--- config.mk ---
export PLATFORM = sky130hd
export DESIGN_NAME = system_config_remap
export DESIGN_NICKNAME = d
export VERILOG_FILES = /design/src/sysconf_pkg.sv /design/src/system_config_remap.sv
export SDC_FILE = /design/constraint.sdc
export NUM_CORES = 1
export LEC_CHECK = 0
export ABC_CLOCK_PERIOD_IN_PS = 3600
export BUFFER_PORTS_ARGS = -buffer_cell sky130_fd_sc_hd__buf_2
export CAP_MARGIN = 20
export CELL_PAD_IN_SITES_DETAIL_PLACEMENT = 1
export CELL_PAD_IN_SITES_GLOBAL_PLACEMENT = 2
export CORE_MARGIN = 2
export CORE_UTILIZATION = 33
export CTS_CLUSTER_DIAMETER = 100
export DETAILED_ROUTE_END_ITERATION = 10
export PLACE_DENSITY = 0.93
export REMOVE_ABC_BUFFERS = 1
export SETUP_SLACK_MARGIN = 0.1
export SLEW_MARGIN = 20
export SYNTH_ARGS = -nofsm -noshare
export SYNTH_HDL_FRONTEND = slang
export SYNTH_SLANG_ARGS = --single-unit
--- constraint.sdc ---
create_clock -name i_core_clk -period 3.6 [get_ports i_core_clk]
set_input_delay 0 -clock i_core_clk [delete_from_list [all_inputs] [get_ports i_core_clk]]
set_output_delay 0 -clock i_core_clk [all_outputs]
set_load 0.005 [all_outputs]
--- src/sysconf_pkg.sv ---
/*
 * Constants and carrier types for the system configuration register bank.
 * Assumes a classic Wishbone master that presents byte offsets inside the
 * bank and a peripheral request set on the same clock as the bank.
 */
package sysconf_pkg;

	// ------------------------------------------------------------------
	// Register offsets (byte addresses within the bank)
	// ------------------------------------------------------------------
	localparam logic [5:0] OFS_MAP_CFG      = 6'h00;
	localparam logic [5:0] OFS_IRQ_SEL_A    = 6'h08;
	localparam logic [5:0] OFS_IRQ_SEL_B    = 6'h0C;
	localparam logic [5:0] OFS_IRQ_SEL_C    = 6'h10;
	localparam logic [5:0] OFS_IRQ_SEL_D    = 6'h14;
	localparam logic [5:0] OFS_BRAKE_CFG    = 6'h18;
	localparam logic [5:0] OFS_DATA_KEY     = 6'h20;
	localparam logic [5:0] OFS_INSTR_KEY    = 6'h24;
	localparam logic [5:0] OFS_SCRAMBLE_EN  = 6'h28;
	localparam logic [5:0] OFS_ACCESS       = 6'h2C;

	// ------------------------------------------------------------------
	// Field positions in memory_and_remap_config and the brake configuration register
	// ------------------------------------------------------------------
	localparam int POS_MAP_SEL_LO = 0;
	localparam int POS_IR_SRC     = 6;
	localparam int POS_CONV_RMP   = 8;
	localparam int POS_SER_TX_RMP = 9;
	localparam int POS_SER_RX_RMP = 10;
	localparam int POS_FMP_LO     = 16;
	localparam int POS_SPI_RMP    = 22;
	localparam int POS_I2C_RMP    = 27;
	localparam int POS_ADV_RMP    = 28;
	localparam int POS_GPA_RMP    = 29;
	localparam int POS_GPB_RMP    = 30;
	localparam int FMP_PINS       = 6;
	localparam int POS_LOCKUP_LNK = 0;
	localparam int POS_SUPPLY_LNK = 2;

	// ------------------------------------------------------------------
	// Implemented-bit masks and values after reset
	// ------------------------------------------------------------------
	localparam logic [31:0] MASK_MAP_CFG     = 32'h787F0743;
	localparam logic [31:0] MASK_IRQ_SEL     = 32'h00007FFF;
	localparam logic [31:0] MASK_BRAKE_CFG   = 32'h00000005;
	localparam logic [31:0] MASK_SCRAMBLE_EN = 32'h00000003;
	localparam logic [31:0] MASK_ACCESS      = 32'hFFFFEEC9;
	localparam logic [31:0] RST_ZERO         = 32'h00000000;
	localparam logic [31:0] RST_SCRAMBLE_EN  = 32'h00000004;
	localparam logic [31:0] RST_ACCESS       = 32'h17FFEEC9;

	typedef enum logic [1:0] {
		MAP_MAIN_FLASH = 2'b00,
		MAP_SYS_FLASH  = 2'b01,
		MAP_MAIN_ALT   = 2'b10,
		MAP_SRAM       = 2'b11
	} map_sel_type;

	typedef struct packed {
		logic        cyc;
		logic        stb;
		logic        we;
		logic [5:0]  adr;
		logic [3:0]  sel;
		logic [31:0] dat;
	} wb_req_type;

	// DMA requests from the peripherals, one bit each.
	typedef struct packed {
		logic converter;
		logic serial1_a;
		logic serial1_b;
		logic spi_rx;
		logic spi_tx;
		logic i2c_rx;
		logic i2c_tx;
		logic adv_ch1;
		logic adv_ch2;
		logic adv_ch3;
		logic gpa_ch1;
		logic gpa_ch2;
		logic gpb_ch1;
		logic gpb_ch2;
	} periph_req_type;

endpackage : sysconf_pkg

--- src/system_config_remap.sv ---
/*
 * System configuration register bank: boot memory selection, infrared
 * envelope source, DMA request remapping, Fast-mode Plus pin drive,
 * interrupt source selectors, brake links, scramble keys and permits.
 * Assumes a classic Wishbone master on i_core_clk, boot pins that are
 * asynchronous to the clock and DMA requests generated on i_core_clk.
 */
// The Wishbone interface to the registers was left to the implementer.
// Operation
// Bits 1:0 select address-zero memory: X0 main, 01 system flash, 11 SRAM.
// Reset loads the map select from boot pins; other bits reset to zero.
// Software may rewrite the map select anytime, overriding the boot choice.
// Bit 6 picks infrared envelope: 0 timer B, 1 serial port one.
// Bit 8 moves converter DMA request from channel 1 to channel 2.
// Bit 9 moves the first serial request from channel 2 to 4.
// Bit 10 moves the second serial request from channel 3 to 5.
// Bits 16 to 19 enable Fast-mode Plus on port B pins 6 to 9.
// Bits 20 and 21 enable Fast-mode Plus on port C pins 4, 5.
// Bit 22 moves SPI receive/transmit from channels 2/3 to 4/5.
// Bit 27 moves I2C receive/transmit from channels 3/2 to 7/6.
// Bit 28 moves advanced timer channels from 2,3,5 to channel 6.
// Bit 29 moves timer A channels from 3,4 to channel 7.
// Bit 30 moves timer B channels from channel 4 to channel 6.
// Word registers decode at 0x00, 0x08-0x14, 0x18, 0x20, 0x24, 0x28, 0x2C.
// Remap bits only redirect requests; clearing restores default channels.
// Reserved bits read as zero and ignore writes.
`timescale 1ns/1ps

module system_config_remap
	import sysconf_pkg::*;
(
	input  wire logic                  i_core_clk,    // 250 MHz clock
	input  wire logic                  i_rst_n,       // Sync reset, low
	input  wire logic                  i_clk_en,      // Freezes state low
	input  wire sysconf_pkg::wb_req_type i_wb,        // Bus request
	output logic [31:0]                o_wb_dat,      // Read data
	output logic                       o_wb_ack,      // Bus acknowledge
	input  wire logic [1:0]            i_boot_pins,   // Boot straps
	output logic [1:0]                 o_map_sel,     // Address-zero select
	output logic                       o_map_main,    // Main flash at zero
	output logic                       o_map_sys,     // System flash at zero
	output logic                       o_map_sram,    // SRAM at zero
	input  wire logic                  i_ir_timer,    // Timer B envelope
	input  wire logic                  i_ir_serial,   // Serial envelope
	output logic                       o_ir_envelope, // Selected envelope
	input  wire sysconf_pkg::periph_req_type i_req,   // Peripheral DMA reqs
	output logic [7:1]                 o_dma_req,     // Per-channel requests
	output logic [5:0]                 o_fastplus,    // FM+ pin enables
	output logic [59:0]                o_irq_src_sel, // Line source selects
	output logic                       o_lockup_link, // Lockup to brake
	output logic                       o_supply_link, // Supply alarm to brake
	output logic [31:0]                o_data_key,    // Data scramble key
	output logic [31:0]                o_instr_key,   // Instr scramble key
	output logic [1:0]                 o_scramble_en, // Scramble enables
	output logic [31:0]                o_access       // Access permits
);
	import sysconf_pkg::*;

	// ------------------------------------------------------------------
	// Boot pin synchroniser
	// ------------------------------------------------------------------
	// The straps come from pins, so they pass two flops before reset
	// logic samples them. No reset here: the chain must settle while the
	// bank is still held in reset so the load reflects the real straps.
	logic [1:0] boot_meta_r;
	logic [1:0] boot_sync_r;

	always_ff @(posedge i_core_clk) begin
		if (i_clk_en) begin
			boot_meta_r <= i_boot_pins;
			boot_sync_r <= boot_meta_r;
		end
	end

	// ------------------------------------------------------------------
	// Register storage
	// ------------------------------------------------------------------
	logic [31:0] map_cfg_r;
	logic [31:0] irq_sel_r [4];
	logic [31:0] brake_cfg_r;
	logic [31:0] data_key_r;
	logic [31:0] instr_key_r;
	logic [31:0] scramble_en_r;
	logic [31:0] access_r;
	logic        ack_r;
	logic [31:0] rdat_r;

	// ------------------------------------------------------------------
	// Bus decode
	// ------------------------------------------------------------------
	wire         req_live  = i_wb.cyc & i_wb.stb & ~ack_r;
	wire         wr_live   = req_live & i_wb.we;
	wire  [31:0] byte_mask = {{8{i_wb.sel[3]}}, {8{i_wb.sel[2]}},
	                          {8{i_wb.sel[1]}}, {8{i_wb.sel[0]}}};

	wire hit_map    = (i_wb.adr == OFS_MAP_CFG);
	wire hit_irq_a  = (i_wb.adr == OFS_IRQ_SEL_A);
	wire hit_irq_b  = (i_wb.adr == OFS_IRQ_SEL_B);
	wire hit_irq_c  = (i_wb.adr == OFS_IRQ_SEL_C);
	wire hit_irq_d  = (i_wb.adr == OFS_IRQ_SEL_D);
	wire hit_brake  = (i_wb.adr == OFS_BRAKE_CFG);
	wire hit_dkey   = (i_wb.adr == OFS_DATA_KEY);
	wire hit_ikey   = (i_wb.adr == OFS_INSTR_KEY);
	wire hit_scr    = (i_wb.adr == OFS_SCRAMBLE_EN);
	wire hit_access = (i_wb.adr == OFS_ACCESS);

	wire [3:0] hit_irq = {hit_irq_d, hit_irq_c, hit_irq_b, hit_irq_a};

	// Merge write data into a register under byte enables and mask.
	function automatic logic [31:0] merge(
		input logic [31:0] old_val,
		input logic [31:0] wdat,
		input logic [31:0] bmask,
		input logic [31:0] impl
	);
		logic [31:0] lanes;
		lanes = bmask & impl;
		merge = (old_val & ~lanes) | (wdat & lanes);
	endfunction : merge

	wire [31:0] map_cfg_nxt   = merge(map_cfg_r, i_wb.dat, byte_mask,
	                                  MASK_MAP_CFG);
	wire [31:0] brake_cfg_nxt = brake_cfg_r |
	                            (i_wb.dat & byte_mask & MASK_BRAKE_CFG);
	wire [31:0] dkey_nxt      = merge(data_key_r, i_wb.dat, byte_mask,
	                                  32'hFFFFFFFF);
	wire [31:0] ikey_nxt      = merge(instr_key_r, i_wb.dat, byte_mask,
	                                  32'hFFFFFFFF);
	wire [31:0] scr_nxt       = merge(scramble_en_r, i_wb.dat, byte_mask,
	                                  MASK_SCRAMBLE_EN);
	wire [31:0] access_nxt    = merge(access_r, i_wb.dat, byte_mask,
	                                  MASK_ACCESS);

	// Reads: scramble keys are write-only and read back as zero. Unmapped
	// offsets are acknowledged with zero so the master never hangs.
	wire [31:0] rdat_nxt;
	assign rdat_nxt =
		hit_map    ? (map_cfg_r & MASK_MAP_CFG) :
		hit_irq_a  ? (irq_sel_r[0] & MASK_IRQ_SEL) :
		hit_irq_b  ? (irq_sel_r[1] & MASK_IRQ_SEL) :
		hit_irq_c  ? (irq_sel_r[2] & MASK_IRQ_SEL) :
		hit_irq_d  ? (irq_sel_r[3] & MASK_IRQ_SEL) :
		hit_brake  ? (brake_cfg_r & MASK_BRAKE_CFG) :
		hit_scr    ? (scramble_en_r & MASK_SCRAMBLE_EN) :
		hit_access ? (access_r & MASK_ACCESS) :
		RST_ZERO;

	// ------------------------------------------------------------------
	// Bus handshake
	// ------------------------------------------------------------------
	always_ff @(posedge i_core_clk) begin
		if (!i_rst_n) begin
			ack_r  <= 1'b0;
			rdat_r <= RST_ZERO;
		end else if (i_clk_en) begin
			ack_r  <= req_live;
			if (req_live && !i_wb.we) begin
				rdat_r <= rdat_nxt;
			end
		end
	end

	// ------------------------------------------------------------------
	// Configuration registers
	// ------------------------------------------------------------------
	always_ff @(posedge i_core_clk) begin
		if (!i_rst_n) begin
			map_cfg_r <= {30'h00000000, boot_sync_r};
		end else if (i_clk_en && wr_live && hit_map) begin
			map_cfg_r <= map_cfg_nxt;
		end
	end

	for (genvar g = 0; g < 4; g++) begin : g_irq_sel
		always_ff @(posedge i_core_clk) begin
			if (!i_rst_n) begin
				irq_sel_r[g] <= RST_ZERO;
			end else if (i_clk_en && wr_live && hit_irq[g]) begin
				irq_sel_r[g] <= merge(irq_sel_r[g], i_wb.dat,
				                      byte_mask, MASK_IRQ_SEL);
			end
		end
		assign o_irq_src_sel[g*15 +: 15] = irq_sel_r[g][14:0];
	end

	// Brake links can only be set by software; reset alone clears them,
	// so a stray write cannot drop a safety connection.
	always_ff @(posedge i_core_clk) begin
		if (!i_rst_n) begin
			brake_cfg_r   <= RST_ZERO;
			data_key_r    <= RST_ZERO;
			instr_key_r   <= RST_ZERO;
			scramble_en_r <= RST_SCRAMBLE_EN;
			access_r      <= RST_ACCESS;
		end else if (i_clk_en && wr_live) begin
			if (hit_brake) begin
				brake_cfg_r <= brake_cfg_nxt;
			end
			if (hit_dkey) begin
				data_key_r <= dkey_nxt;
			end
			if (hit_ikey) begin
				instr_key_r <= ikey_nxt;
			end
			if (hit_scr) begin
				scramble_en_r <= scr_nxt;
			end
			if (hit_access) begin
				access_r <= access_nxt;
			end
		end
	end

	// ------------------------------------------------------------------
	// Memory map decode
	// ------------------------------------------------------------------
	wire [1:0] map_sel = map_cfg_r[POS_MAP_SEL_LO +: 2];
	wire       sel_main = ~map_sel[0];
	wire       sel_sys  = (map_sel == MAP_SYS_FLASH);
	wire       sel_sram = (map_sel == MAP_SRAM);

	// ------------------------------------------------------------------
	// DMA request routing
	// ------------------------------------------------------------------
	wire rmp_conv = map_cfg_r[POS_CONV_RMP];
	wire rmp_sa   = map_cfg_r[POS_SER_TX_RMP];
	wire rmp_sb   = map_cfg_r[POS_SER_RX_RMP];
	wire rmp_spi  = map_cfg_r[POS_SPI_RMP];
	wire rmp_i2c  = map_cfg_r[POS_I2C_RMP];
	wire rmp_adv  = map_cfg_r[POS_ADV_RMP];
	wire rmp_gpa  = map_cfg_r[POS_GPA_RMP];
	wire rmp_gpb  = map_cfg_r[POS_GPB_RMP];
	wire gpb_any  = i_req.gpb_ch1 | i_req.gpb_ch2;

	// Each request lands on exactly one channel; clearing a bit puts it
	// back on its default channel with no other side effect.
	wire [7:1] route;
	assign route[1] = i_req.converter & ~rmp_conv;
	assign route[2] = (i_req.converter & rmp_conv) |
	                  (i_req.serial1_a & ~rmp_sa) |
	                  (i_req.spi_rx & ~rmp_spi) |
	                  (i_req.i2c_tx & ~rmp_i2c) |
	                  (i_req.adv_ch1 & ~rmp_adv);
	assign route[3] = (i_req.serial1_b & ~rmp_sb) |
	                  (i_req.spi_tx & ~rmp_spi) |
	                  (i_req.i2c_rx & ~rmp_i2c) |
	                  (i_req.adv_ch2 & ~rmp_adv) |
	                  (i_req.gpa_ch1 & ~rmp_gpa);
	assign route[4] = (i_req.serial1_a & rmp_sa) |
	                  (i_req.spi_rx & rmp_spi) |
	                  (i_req.gpa_ch2 & ~rmp_gpa) |
	                  (gpb_any & ~rmp_gpb);
	assign route[5] = (i_req.serial1_b & rmp_sb) |
	                  (i_req.spi_tx & rmp_spi) |
	                  (i_req.adv_ch3 & ~rmp_adv);
	assign route[6] = (i_req.i2c_tx & rmp_i2c) |
	                  ((i_req.adv_ch1 | i_req.adv_ch2 | i_req.adv_ch3) &
	                   rmp_adv) |
	                  (gpb_any & rmp_gpb);
	assign route[7] = (i_req.i2c_rx & rmp_i2c) |
	                  ((i_req.gpa_ch1 | i_req.gpa_ch2) & rmp_gpa);

	wire ir_nxt = map_cfg_r[POS_IR_SRC] ? i_ir_serial : i_ir_timer;

	// ------------------------------------------------------------------
	// Registered outputs
	// ------------------------------------------------------------------
	// Routed requests and the envelope are retimed: one cycle of latency
	// buys a clean flop-driven output toward the DMA and the IR driver.
	logic [7:1] dma_req_r;
	logic       ir_r;
	logic [2:0] map_onehot_r;

	always_ff @(posedge i_core_clk) begin
		if (!i_rst_n) begin
			dma_req_r    <= 7'h00;
			ir_r         <= 1'b0;
			map_onehot_r <= 3'h0;
		end else if (i_clk_en) begin
			dma_req_r    <= route;
			ir_r         <= ir_nxt;
			map_onehot_r <= {sel_sram, sel_sys, sel_main};
		end
	end

	assign o_wb_ack      = ack_r;
	assign o_wb_dat      = rdat_r;
	assign o_map_sel     = map_sel;
	assign o_map_main    = map_onehot_r[0];
	assign o_map_sys     = map_onehot_r[1];
	assign o_map_sram    = map_onehot_r[2];
	assign o_ir_envelope = ir_r;
	assign o_dma_req     = dma_req_r;
	assign o_fastplus    = map_cfg_r[POS_FMP_LO +: FMP_PINS];
	assign o_lockup_link = brake_cfg_r[POS_LOCKUP_LNK];
	assign o_supply_link = brake_cfg_r[POS_SUPPLY_LNK];
	assign o_data_key    = data_key_r;
	assign o_instr_key   = instr_key_r;
	assign o_scramble_en = scramble_en_r[1:0];
	assign o_access      = access_r & MASK_ACCESS;

	// ------------------------------------------------------------------
	// Assertions
	// ------------------------------------------------------------------
	a_boot_load: assert property (@(posedge i_core_clk)
		(!i_rst_n && i_clk_en) |=> (o_map_sel == $past(boot_sync_r)) &&
		(map_cfg_r[31:2] == 30'h00000000))
		else $error("map select not loaded from boot pins");

	a_map_write: assert property (@(posedge i_core_clk)
		disable iff (!i_rst_n)
		(i_clk_en && wr_live && hit_map && i_wb.sel[0]) |=>
		(o_map_sel == $past(i_wb.dat[1:0])))
		else $error("map select write lost");

	a_map_decode: assert property (@(posedge i_core_clk)
		disable iff (!i_rst_n)
		(i_clk_en && $stable(o_map_sel)) |=>
		(o_map_main == !$past(o_map_sel[0])) &&
		(o_map_sys == ($past(o_map_sel) == 2'b01)) &&
		(o_map_sram == ($past(o_map_sel) == 2'b11)))
		else $error("address-zero memory decode wrong");

	a_ir_source: assert property (@(posedge i_core_clk)
		disable iff (!i_rst_n)
		i_clk_en |=> (o_ir_envelope == ($past(map_cfg_r[6]) ?
		$past(i_ir_serial) : $past(i_ir_timer))))
		else $error("infrared envelope source wrong");

	a_conv_route: assert property (@(posedge i_core_clk)
		disable iff (!i_rst_n)
		(i_clk_en && i_req.converter && !rmp_conv) |=> o_dma_req[1])
		else $error("converter request not on channel 1");

	a_serial_route: assert property (@(posedge i_core_clk)
		disable iff (!i_rst_n)
		(i_clk_en && i_req == 14'h1000 && rmp_sa) |=>
		(o_dma_req == 7'h08))
		else $error("serial request not only on channel 4");

	a_serial_b_route: assert property (@(posedge i_core_clk)
		disable iff (!i_rst_n)
		(i_clk_en && i_req == 14'h0800 && !rmp_sb) |=>
		(o_dma_req == 7'h04))
		else $error("second serial request not only on channel 3");

	a_adv_route: assert property (@(posedge i_core_clk)
		disable iff (!i_rst_n)
		(i_clk_en && i_req.adv_ch3 && rmp_adv) |=>
		o_dma_req[6])
		else $error("advanced timer request not on channel 6");

	a_gpa_route: assert property (@(posedge i_core_clk)
		disable iff (!i_rst_n)
		(i_clk_en && i_req == 14'h0008 && !rmp_gpa) |=>
		(o_dma_req == 7'h04))
		else $error("timer A request not only on channel 3");

	a_no_request: assert property (@(posedge i_core_clk)
		disable iff (!i_rst_n)
		(i_clk_en && i_req == 14'h0000) |=> (o_dma_req == 7'h00))
		else $error("channel request without a source");

	a_reserved_zero: assert property (@(posedge i_core_clk)
		disable iff (!i_rst_n)
		(i_clk_en && req_live && !i_wb.we && hit_map) |=>
		o_wb_ack && ((o_wb_dat & ~MASK_MAP_CFG) == 32'h00000000))
		else $error("reserved bits read non-zero");

	a_key_readback: assert property (@(posedge i_core_clk)
		disable iff (!i_rst_n)
		(i_clk_en && req_live && !i_wb.we && (hit_dkey || hit_ikey)) |=>
		o_wb_ack && (o_wb_dat == 32'h00000000))
		else $error("write-only key read back non-zero");

	a_fastplus_pins: assert property (@(posedge i_core_clk)
		disable iff (!i_rst_n)
		(i_clk_en && wr_live && hit_map && i_wb.sel[2]) |=>
		(o_fastplus == $past(i_wb.dat[21:16])))
		else $error("fast-mode plus enables not updated");

endmodule : system_config_remap

Word-level counts from Yosys, hierarchy flattened
Memories as Yosys holds them, arrays and structs flattened.
Index checks and enable logic that the tools add are counted.
Widths: inputs -> output; s select.

cells by class
  multiplexer cells = 28
  equal/unequal tests = 12
  bitwise logic cells = 89
  reduce and logical (&&, ||, !) cells = 15

operators with widths
  cell                number
  $mux 32             12
  $and 32x32->32      11
  $or 32x32->32       9
  $not 32->32         2
  $and 32x15->32      1
  $and 32x2->32       1
  $and 32x31->32      1
  $not 15->32         1
  $not 2->32          1
  $not 31->32         1
  $or 32x3->32        1
  $and 1x1->1         26
  $eq 6x6->1 const B  4
  $or 1x1->1          24
  $eq 6x5->1 const B  3
  $mux 1              14
  $eq 6x4->1 const B  2
  $reduce_and 2->1    6
  $not 1->1           10
  $logic_and 1x1->1   7
  $logic_not 6->1     1
  $mux 2              2
  $eq 2x1->1 const B  1
  $eq 2x2->1 const B  1
  2 further kinds     2

word-level totals
  output and inout port bits = 212
  input port bits = 66
  memory bits (writable) = 128
  memories kept = 1
  word-level logic and storage cells = 159
  register bits = 240

memories
  memory     words  width  rd ports  clocked after memory_dff  wr ports  line                       source
  irq_sel_r  4      32     4         0                         4         system_config_remap.sv:79  logic [31:0] irq_sel_r [4];

Logic depth before layout (Yosys ltp)
Gate-level depths: netlist (run 1).

  depth after elaboration = 9
  gate-level depth with buffers = 7
  mapped depth without buffers = 4

Worst setup path after synthesis (run 1)
No wires, ideal clock.

  path type = register to register
  from = register ack_r, in the netlist o_wb_ack
  to = memory irq_sel_r[3][0] (enable)
  stages on the path, launching flop included = 5
  path buffers = 1
  clock period less this slack = 2.438 ns
  slack = 1.162 ns
  setup time = 0.408 ns
  data arrival time = 2.030 ns
  data required time = 3.192 ns
  cell sequence = dfxtp_1 > and4b_1 > buf_2 > nand3_1 > o21ai_0

RTL lines
  item                    line                        source
  from (decl)             system_config_remap.sv:85   logic ack_r;
  from (signal assigned)  system_config_remap.sv:156  ack_r <= req_live;
  to (decl)               system_config_remap.sv:79

==> impl_metrics.env, run 1 <==
export IMPL_outcome="finished clean"
export IMPL_setup_slack_ns=0.867
export IMPL_maxCapViolCount=0
export IMPL_port_buffers=271
export IMPL_routed_wl_um=41300
export IMPL_fin_setup_tns_ns=0
export IMPL_cts_root_buf="clkbuf_16"
export IMPL_via_count=9996
export IMPL_holdCritStartpoint="i_wb[41]"
export IMPL_yosysTopAreaCellShare=0.315
export IMPL_fmax_mhz=366
export IMPL_synthSimpleGateAreaFrac=0.190
export IMPL_met3_length_um=3090
export IMPL_die_width_um=176
export IMPL_grt_overflow=0
export IMPL_area_growth_pct=31.4
export IMPL_wl_met2_um=19400
export IMPL_gp_congestion=0.889
export IMPL_fillers=3437
export IMPL_drt_initial_drc_count=755
export IMPL_track_usage=0.259
export IMPL_yosys_top_cells_area="dfxtp_1 (32%), edfxtp_1 (20%), a21oi_1 (7.9%)"
export IMPL_hold_violations=0
export IMPL_crit_path_max_fanout=29
export IMPL_synth_compound_area_frac=0.224
export IMPL_yosysWarnings=0
export IMPL_clock_latency_ns=0.53
export IMPL_grt_pass1_vias=10200
export IMPL_muxShareOfSynthArea=0.00838
export IMPL_synth_cell_type_count=57
export IMPL_synth_xor_area_frac=0
export IMPL_rsz0062_at_grt="false"
export IMPL_setup_viol=0
export IMPL_core_um2=28900
export IMPL_grt_first_pass_wirelength_um=61900
export IMPL_crit_start="i_clk_en"
export IMPL_async_reset_ff_frac=0
export IMPL_maxSlewHeadroom=0.247
export IMPL_drc=0
export IMPL_synth_top_area_cell="dfxtp_1"
export IMPL_pre_cts_slack_ns=0.992
export IMPL_cts_max_level=1
export IMPL_clk_path_buf_depth=3
export IMPL_synthAdderAreaFrac=0
export IMPL_synth_edf_count=66
export IMPL_p_leak_nw=4.93
export IMPL_fin_skew_ns=0.0117
export IMPL_start_kind="input pin"
export IMPL_multi_input_area_um2=4140
export IMPL_cts_tree="built"
export IMPL_syn_area_per_cell_um2=9.02
export IMPL_ant_nets=0
export IMPL_tightestPinTransition_ns=1.13
export IMPL_clkTransAtPathRegs_ns=0.07
export IMPL_drt_vias_per_instance=5.67
export IMPL_required_ns=3.96
export IMPL_synth_cells=1077
export IMPL_grt_max_degree=92
export IMPL_drive_gt1_frac=0.256
export IMPL_synth_area_um2=9710
export IMPL_period_minus_slack_ns=2.73
export IMPL_wl_met1_um=17100
export IMPL_rows=62
export IMPL_ys_ff_latch=219
export IMPL_ir_worst_vdd_v=0.000279
export IMPL_wl_per_cell_um=23.4
export IMPL_cp_end_kind="flop"
export IMPL_hpwl_um=27900
export IMPL_cts_buffers=26
export IMPL_die_area_um2=30800
export IMPL_fp_dieH_um=176
export IMPL_path_class="input pin to flop"
export IMPL_post_route_period_util=0.759
export IMPL_ys_seq_area_frac=0.520
export IMPL_grt_antenna_before_repair=3
export IMPL_initial_core_util=0.336
export IMPL_maxSlewViolCount=0
export IMPL_cp_arrival_ns=3.09
export IMPL_fin_nets=1425
export IMPL_min_path_type="input pin to flop"
export IMPL_synthFlopType="dfxtp_1"
export IMPL_post_cts_buffers=0
export IMPL_drtPass1Iterations=5
export IMPL_clkSinkCount=219
export IMPL_timing_rr_start="o_wb_ack"
export IMPL_boundaryPins=278
export IMPL_p_per_area_nw_per_um2=446
export IMPL_ff_latch_area_um2=5040
export IMPL_synth_top_family_by_area="compound AO/OA/AOI/OAI gates"
export IMPL_highest_layer="met4"
[critical path, stage by stage]
cell and delay [ns]:
dlygate4sd3_1 0.52, buf_2 0.44, and4b_1 0.66, nand3_1 0.81, o21ai_0 0.50, a21oi_1 0.13
[where the power goes]
group	internal (W)	total (W)	switching, W
Combinational	0.000158	0.000430	0.000273
Sequential	0.00258	0.00262	0.0000365
Clock	0.00160	0.00264	0.00104
Total	0.00434	0.00569	0.00135
[path summary, 6_finish.rpt]
kind,end,slack [ns],cells past startpoint
setup reg to reg,flop,1.00,4
setup / recovery,flop,0.87,6
hold reg to reg,boot_sync_r[1],0.43,0
hold / removal,o_wb_dat[0],0.03,5
[metrics by stage]
step / std cells / cell area, um^2 / power [W] / hold slack, ns / util
after floorplan: 974 / 9230 / 0.00280 / 0.0718 / -
after CTS: 1761 / 12700 / 0.00572 / 0.00232 / 0.442
after global placement: 1657 / 11300 / 0.00303 / 0.195 / 0.392
after global routing: 1764 / 12800 / 0.00586 / 0.0289 / 0.442
final: 1764 / 12800 / 0.00569 / 0.0296 / 0.442
after detailed placement: 1657 / 11300 / 0.00304 / 0.179 / 0.392
[routing by layer]
| layer | track usage | vias to the layer above |
|---|---|---|
| li1 | - | 4486 |
| met1 | 0.337 | 4999 |
| met2 | 0.424 | 419 |
| met3 | 0.0491 | 92 |
| met4 | 0.102 | 0 |
| met5 | 0 | - |
[Yosys cell counts (2+ instances only)]
master,count
a31oi_1,5
buf_2,24
nand3b_1,2
a222oi_1,4
buf_4,16
nor2b_1,9
a221o_1,3
nor2_2,3
o22ai_1,6
inv_1,16
o2bb2ai_1,6
o31a_1,3
o31ai_1,4
o211ai_1,8
nor2_1,33
nand2b_1,68
o21ai_0,133
and3_1,2
nand3_1,142
buf_1,6
mux2i_1,7
clkbuf_1,61
edfxtp_1,66
dfxtp_1,153
a22oi_1,10
nor3_1,30
nor4_2,2
a221oi_1,22
or3_1,2
nand2_1,41
o21a_1,2
a211oi_1,8
or4b_1,2
a21oi_1,153
nor2_4,2
o211a_1,2
[cells by family (layout without fill, tap and decap cells)]
logic type,count (synthesis),after routing
AOI/OAI and AO/OA,376,376
buffers and inverters,125,420
DFF,219,219
muxes,8,8
other,1,9
and+or+nand+nor,348,348
[timing repair]
| item | CTS | global route |
|---|---|---|
| resized for setup | 0 | 0 |
| hold buffers | 58 | 0 |
| endpoints found under the hold margin | 135 | 0 |
[area by class of cell]
type,instances,share of cell area
clock buffer,40,0.0600
multi-input combinational,738,0.324
inverter,17,0.00520
clock inverter,6,0.00628
sequential,219,0.395
timing repair buffer,357,0.170
tap,384,0.0377
antenna,3,0.000589
[cells in the final DEF, fill, tap and decap left out, drive strengths merged, types with 9 or more instances in the layout]
cell	synthesis	final
buf	47	299
a21oi	153	153
dfxtp	153	153
nand3	142	142
o21ai	133	133
nand2b	68	68
edfxtp	66	66
dlygate4sd3	0	58
nand2	42	42
clkbuf	61	40
nor2	38	38
nor3	30	30
a221oi	22	22
inv	16	17
a22oi	10	10
nor2b	9	9
Power figures use the tool's default switching activity.
==> inputs of run 2 (changes only) <==
- ABC_CLOCK_PERIOD_IN_PS: 3600 -> 2300
- CORE_UTILIZATION: 33 -> 28
- PLACE_DENSITY: 0.93 -> 0.85
- clock period: 3.6 -> 2.3 ns (I/O delays scaled with it)
==> run 2 against run 1 <==
Utilization shrank 5.7 points; critical path type is now flop to flop; clock skew grew 0.0080 ns; total power grew 61%; via count grew 0.16%; largest cell class unchanged; highest routed layer unchanged; count of clock-buffer cells in the layout grew 2; sequential power grew 56%.
==> impl_metrics.env, run 2 (synthesis gave the netlist of run 1 again) <==
export IMPL_drt_vias_per_instance=5.33
export IMPL_drt_initial_drc_count=582
export IMPL_cts_buffers=26
export IMPL_required_ns=2.71
export IMPL_maxCapViolCount=0
export IMPL_wl_per_cell_um=23.0
export IMPL_rows=68
export IMPL_period_minus_slack_ns=2.12
export IMPL_p_leak_nw=5.14
export IMPL_hpwl_um=29800
export IMPL_track_usage=0.230
export IMPL_outcome="finished clean"
export IMPL_cp_end_kind="flop"
export IMPL_layout_commonest_cell="buf_2"
export IMPL_path_class="flop to flop"
export IMPL_crit_chain="inv_1 -> a222oi_1 -> dlygate4sd3_1 -> a31oi_1 -> dlygate4sd3_1"
export IMPL_die_width_um=190
export IMPL_via_count=10000
export IMPL_min_path_type="input pin to flop"
export IMPL_core_um2=34400
export IMPL_initial_core_util=0.283
export IMPL_cts_tree="built"
export IMPL_drc=0
export IMPL_grt_overflow=0
export IMPL_area_growth_pct=36.2
export IMPL_grt_first_pass_wirelength_um=64300
export IMPL_boundaryPins=278
export IMPL_maxSlewViolCount=0
export IMPL_clk_path_buf_depth=3
export IMPL_fp_dieH_um=190
export IMPL_pre_cts_slack_ns=0.358
export IMPL_grt_antenna_before_repair=6
export IMPL_tightestPinTransition_ns=0.684
export IMPL_post_route_period_util=0.920
export IMPL_start_kind="flop"
export IMPL_cts_max_level=1
export IMPL_routed_wl_um=43200
export IMPL_cp_arrival_ns=2.53
export IMPL_hold_violations=0
export IMPL_gp_congestion=0.871
export IMPL_clkSinkCount=219
export IMPL_slowest_stage="dlygate4sd3_1"
export IMPL_critical_path_max_stage_delay_ns=0.59
export IMPL_cpMostUsedCell="dlygate4sd3_1"
export IMPL_clock_latency_ns=0.54
export IMPL_die_area_um2=36200
export IMPL_maxSlewHeadroom=0.542
export IMPL_grt_pass1_vias=10400
export IMPL_ant_nets=0
export IMPL_drtPass1Iterations=5
export IMPL_fin_nets=1461
export IMPL_port_buffers=271
export IMPL_setup_slack_ns=0.183
export IMPL_fin_skew_ns=0.0197
export IMPL_grt_max_degree=85
export IMPL_drive_gt1_frac=0.281
export IMPL_fmax_mhz=472
export IMPL_clkTransAtPathRegs_ns=0.06
export IMPL_cts_root_buf="clkbuf_16"
export IMPL_ir_worst_vdd_v=0.000492
export IMPL_rsz0062_at_grt="false"
export IMPL_p_per_area_nw_per_um2=694
export IMPL_power_w=0.00917
export IMPL_post_cts_buffers=0
export IMPL_final_cell_mix="buf_2 (271), a21oi_1 (153), dfxtp_1 (151)"
export IMPL_crit_path_max_fanout=4
export IMPL_setup_viol=0
[run 2: cell types whose count changed in the layout (fill, tap and decap cells not counted), moves of 3 or more]
cell | before | now
diode_2 | 3 | 7
clkbuf_8 | 2 | 9
buf_12 | 2 | 5
buf_4 | 26 | 60
clkbuf_1 | 10 | 6
[run 2: what timing repair did]
item / 4_1_cts / 5_1_grt
hold buffers: 59 / 0
hold endpoints to repair: 136 / 0
endpoints found under the setup margin: 0 / 2
gates resized for setup: 0 / 2
[run 2: stage by stage]
step / setup TNS [ns] / instances / instance area [um^2] / utilization / hold WS, ns
detailed placement: 0 / 1765 / 11700 / 0.341 / 0.180
global placement: 0 / 1765 / 11700 / 0.341 / 0.193
finish: 0 / 1877 / 13200 / 0.385 / 0.0356
global route: 0 / 1876 / 13200 / 0.385 / 0.0491
CTS: 0 / 1872 / 13200 / 0.385 / 0.0144
floorplan: -38.19 / 974 / 9230 / - / 0.0718
[run 2: critical path, delay by kind of cell (launching register included)]
kind                   cells  cell delay (ns)
DFF                        1             0.41
AOI/OAI and AO/OA          2             0.37
buffers and inverters      3             1.23
[run 2: path summary, 6_finish.rpt]
check	start	endpoint	slack, ns	depth (start not counted)
worst max-delay path	flop	o_dma_req[2]	0.18	5
worst min-delay path	i_wb[41]	o_wb_dat[0]	0.04	5
worst max register to register	flop	o_dma_req[2]	0.18	5
worst min register to register	boot_meta_r[1]	boot_sync_r[1]	0.43	0
[run 2: per-layer routing]
| layer | track usage | part of all wire |
|---|---|---|
| met3 | 0.0539 | 0.075 |
| met5 | 0 | 0 |
| met1 | 0.296 | 0.42 |
| met2 | 0.374 | 0.47 |
| met4 | 0.0918 | 0.037 |
[run 2: final cells by class]
class | count | area, um^2
diodes | 7 | 17.5
clock buffers | 42 | 822
clock inverters | 6 | 83.8
fillers | 4095 | 21100
inverters | 17 | 66.3
multi-input cells | 738 | 4140
flip-flops and latches | 219 | 5050
well taps | 455 | 569
repair buffers | 393 | 2480
[run 2: power by group]
part | total (W) | switching, W | internal (W)
Combinational | 0.000713 | 0.000441 | 0.000272
Sequential | 0.00410 | 0.0000586 | 0.00404
Clock | 0.00436 | 0.00170 | 0.00266
Total | 0.00917 | 0.00220 | 0.00697
==> inputs of run 3 (changes only) <==
- PLACE_DENSITY: 0.85 -> not set
- PLACE_DENSITY_LB_ADDON: not set -> 0.1
==> run 3 against run 2 <==
Sequential share of layout area fell by 0.36 points; cell area rose by 0.97%; worst setup slack improved by 0.0011 ns; sequential cell count did not move; final cell count increased by 0.11%; routed wire length is 0.59% lower; sequential power about the same; die area is the same; maximum frequency is essentially flat; largest power group unchanged; highest routed layer unchanged.
==> impl_metrics.env, run 3 (synthesis gave the netlist of run 1 again) <==
export IMPL_hold_violations=0
export IMPL_grt_overflow=0
export IMPL_wl_met1_um=19800
export IMPL_placed_area_um2=11800
export IMPL_clk_path_buf_depth=3
export IMPL_clkSinkCount=219
export IMPL_required_ns=2.72
export IMPL_track_usage=0.230
export IMPL_cp_end_kind="flop"
export IMPL_r2r_end="o_dma_req[3]"
export IMPL_outcome="finished clean"
export IMPL_cts_tree="built"
export IMPL_cts_root_buf="clkbuf_16"
export IMPL_cts_max_level=1
export IMPL_p_per_area_nw_per_um2=707
export IMPL_rows=68
export IMPL_p_leak_nw=5.21
export IMPL_grt_pass1_vias=9827
export IMPL_cpMostUsedCell="dlygate4sd3_1"
export IMPL_ant_nets=0
export IMPL_reg2reg_depth=5
export IMPL_fin_skew_ns=0.0121
export IMPL_min_path_type="input pin to flop"
export IMPL_crit_family="buffers and inverters"
export IMPL_rsz0062_at_grt="true"
export IMPL_power_w=0.00945
export IMPL_die_width_um=190
export IMPL_setup_viol=0
export IMPL_holdCritStartpoint="i_wb[36]"
export IMPL_fillers=4090
export IMPL_crit_chain="inv_1 -> a222oi_1 -> dlygate4sd3_1 -> a31oi_1 -> dlygate4sd3_1"
export IMPL_grt_first_pass_wirelength_um=63400
export IMPL_grt_max_degree=117
export IMPL_maxSlewHeadroom=0.619
export IMPL_slowest_stage="dlygate4sd3_1"
export IMPL_port_buffers=271
export IMPL_gp_congestion=0.763
export IMPL_post_cts_buffers=0
export IMPL_path_class="flop to flop"
export IMPL_fin_area_um2=13400
export IMPL_drc=0
export IMPL_fp_dieH_um=190
export IMPL_area_growth_pct=37.5
export IMPL_start_kind="flop"
export IMPL_hpwl_um=29700
export IMPL_fmax_mhz=473
export IMPL_grt_antenna_before_repair=0
export IMPL_maxCapViolCount=0
export IMPL_cp_arrival_ns=2.54
export IMPL_core_um2=34400
export IMPL_wl_met2_um=20100
export IMPL_drt_vias_per_instance=5.18
export IMPL_holdPathEnd="o_wb_dat[0]"
export IMPL_hold_depth=5
export IMPL_stdcell_count=1879
export IMPL_highest_layer="met4"
export IMPL_maxSlewViolCount=0
export IMPL_critical_path_max_stage_delay_ns=0.59
export IMPL_boundaryPins=278
export IMPL_ff_latch_area_um2=5050
export IMPL_wl_per_cell_um=22.9
export IMPL_drive_gt1_frac=0.283
export IMPL_multi_input_area_um2=4140
export IMPL_met3_length_um=2430
export IMPL_crit_path_max_fanout=4
export IMPL_period_minus_slack_ns=2.12
export IMPL_clkTransAtPathRegs_ns=0.06
export IMPL_final_cell_mix="buf_2 (271), a21oi_1 (153), dfxtp_1 (150)"
export IMPL_post_route_period_util=0.920
export IMPL_dp_cells=1768
export IMPL_initial_core_util=0.283
export IMPL_ir_worst_vdd_v=0.000521
export IMPL_die_area_um2=36200
export IMPL_whs_ns=0.0260
export IMPL_path_buf_inv=3
export IMPL_tightestPinTransition_ns=0.572
export IMPL_fin_nets=1468
export IMPL_drtPass1Iterations=5
export IMPL_routed_wl_um=43000
export IMPL_layout_commonest_cell="buf_2"
export IMPL_drt_initial_drc_count=501
export IMPL_cts_buffers=27
export IMPL_clock_latency_ns=0.54
export IMPL_r2r_slack_ns=0.18
export IMPL_via_count=9730
==> run 3: how the worst max path moves through the flow <==
| stage | startpoint | endpoint | depth (start not counted) |
|---|---|---|---|
| floorplan | i_rst_n | irq_sel_r[3][0] | 3 |
| global placement | i_wb[37] | flop | 7 |
| detailed placement | o_wb_ack | irq_sel_r[3][7] | 5 |
| CTS | flop | o_dma_req[3] | 5 |
| global route | flop | o_dma_req[3] | 5 |
| finish | flop | o_dma_req[3] | 5 |
==> run 3: final cells by class <==
type,count,area share
inverter,17,0.00497
timing repair buffer,399,0.192
antenna,1,0.000187
clock buffer,36,0.0569
sequential,219,0.378
tap,455,0.0426
clock inverter,14,0.0148
multi-input combinational,738,0.310
==> run 3: worst min-delay path, cell delays in order <==
cell,delay [ns]
buf_2,0.14
nor4b_2,0.06
buf_4,0.16
nand2_1,0.07
a31oi_1,0.08
==> run 3: repair_timing <==
item | in CTS | in global routing
hold buffers | 60 | 0
setup endpoints to repair | 0 | 2
gates resized for setup | 0 | 3
hold endpoints to repair | 138 | 0
==> run 3: stage by stage <==
stage	utilization	setup TNS (ns)	setup WS, ns
2_1_floorplan	-	-38.19	-0.669
3_3_place_gp	0.343	0	0.411
3_5_place_dp	0.343	0	0.411
4_1_cts	0.388	0	0.134
5_1_grt	0.388	0	0.0800
6_report	0.389	0	0.184
==> run 3: where the power goes <==
part | internal [W] | switching (W) | total [W]
Clock | 0.00287 | 0.00177 | 0.00463
Combinational | 0.000279 | 0.000442 | 0.000721
Sequential | 0.00404 | 0.0000528 | 0.00409
Total | 0.00719 | 0.00226 | 0.00945
==> run 3: per-layer routing <==
layer  GRT usage  up-vias
met3      0.0462       40
li1            -     4578
met4      0.0426        0
met1       0.316     4842
met5           0        -
met2       0.376      270
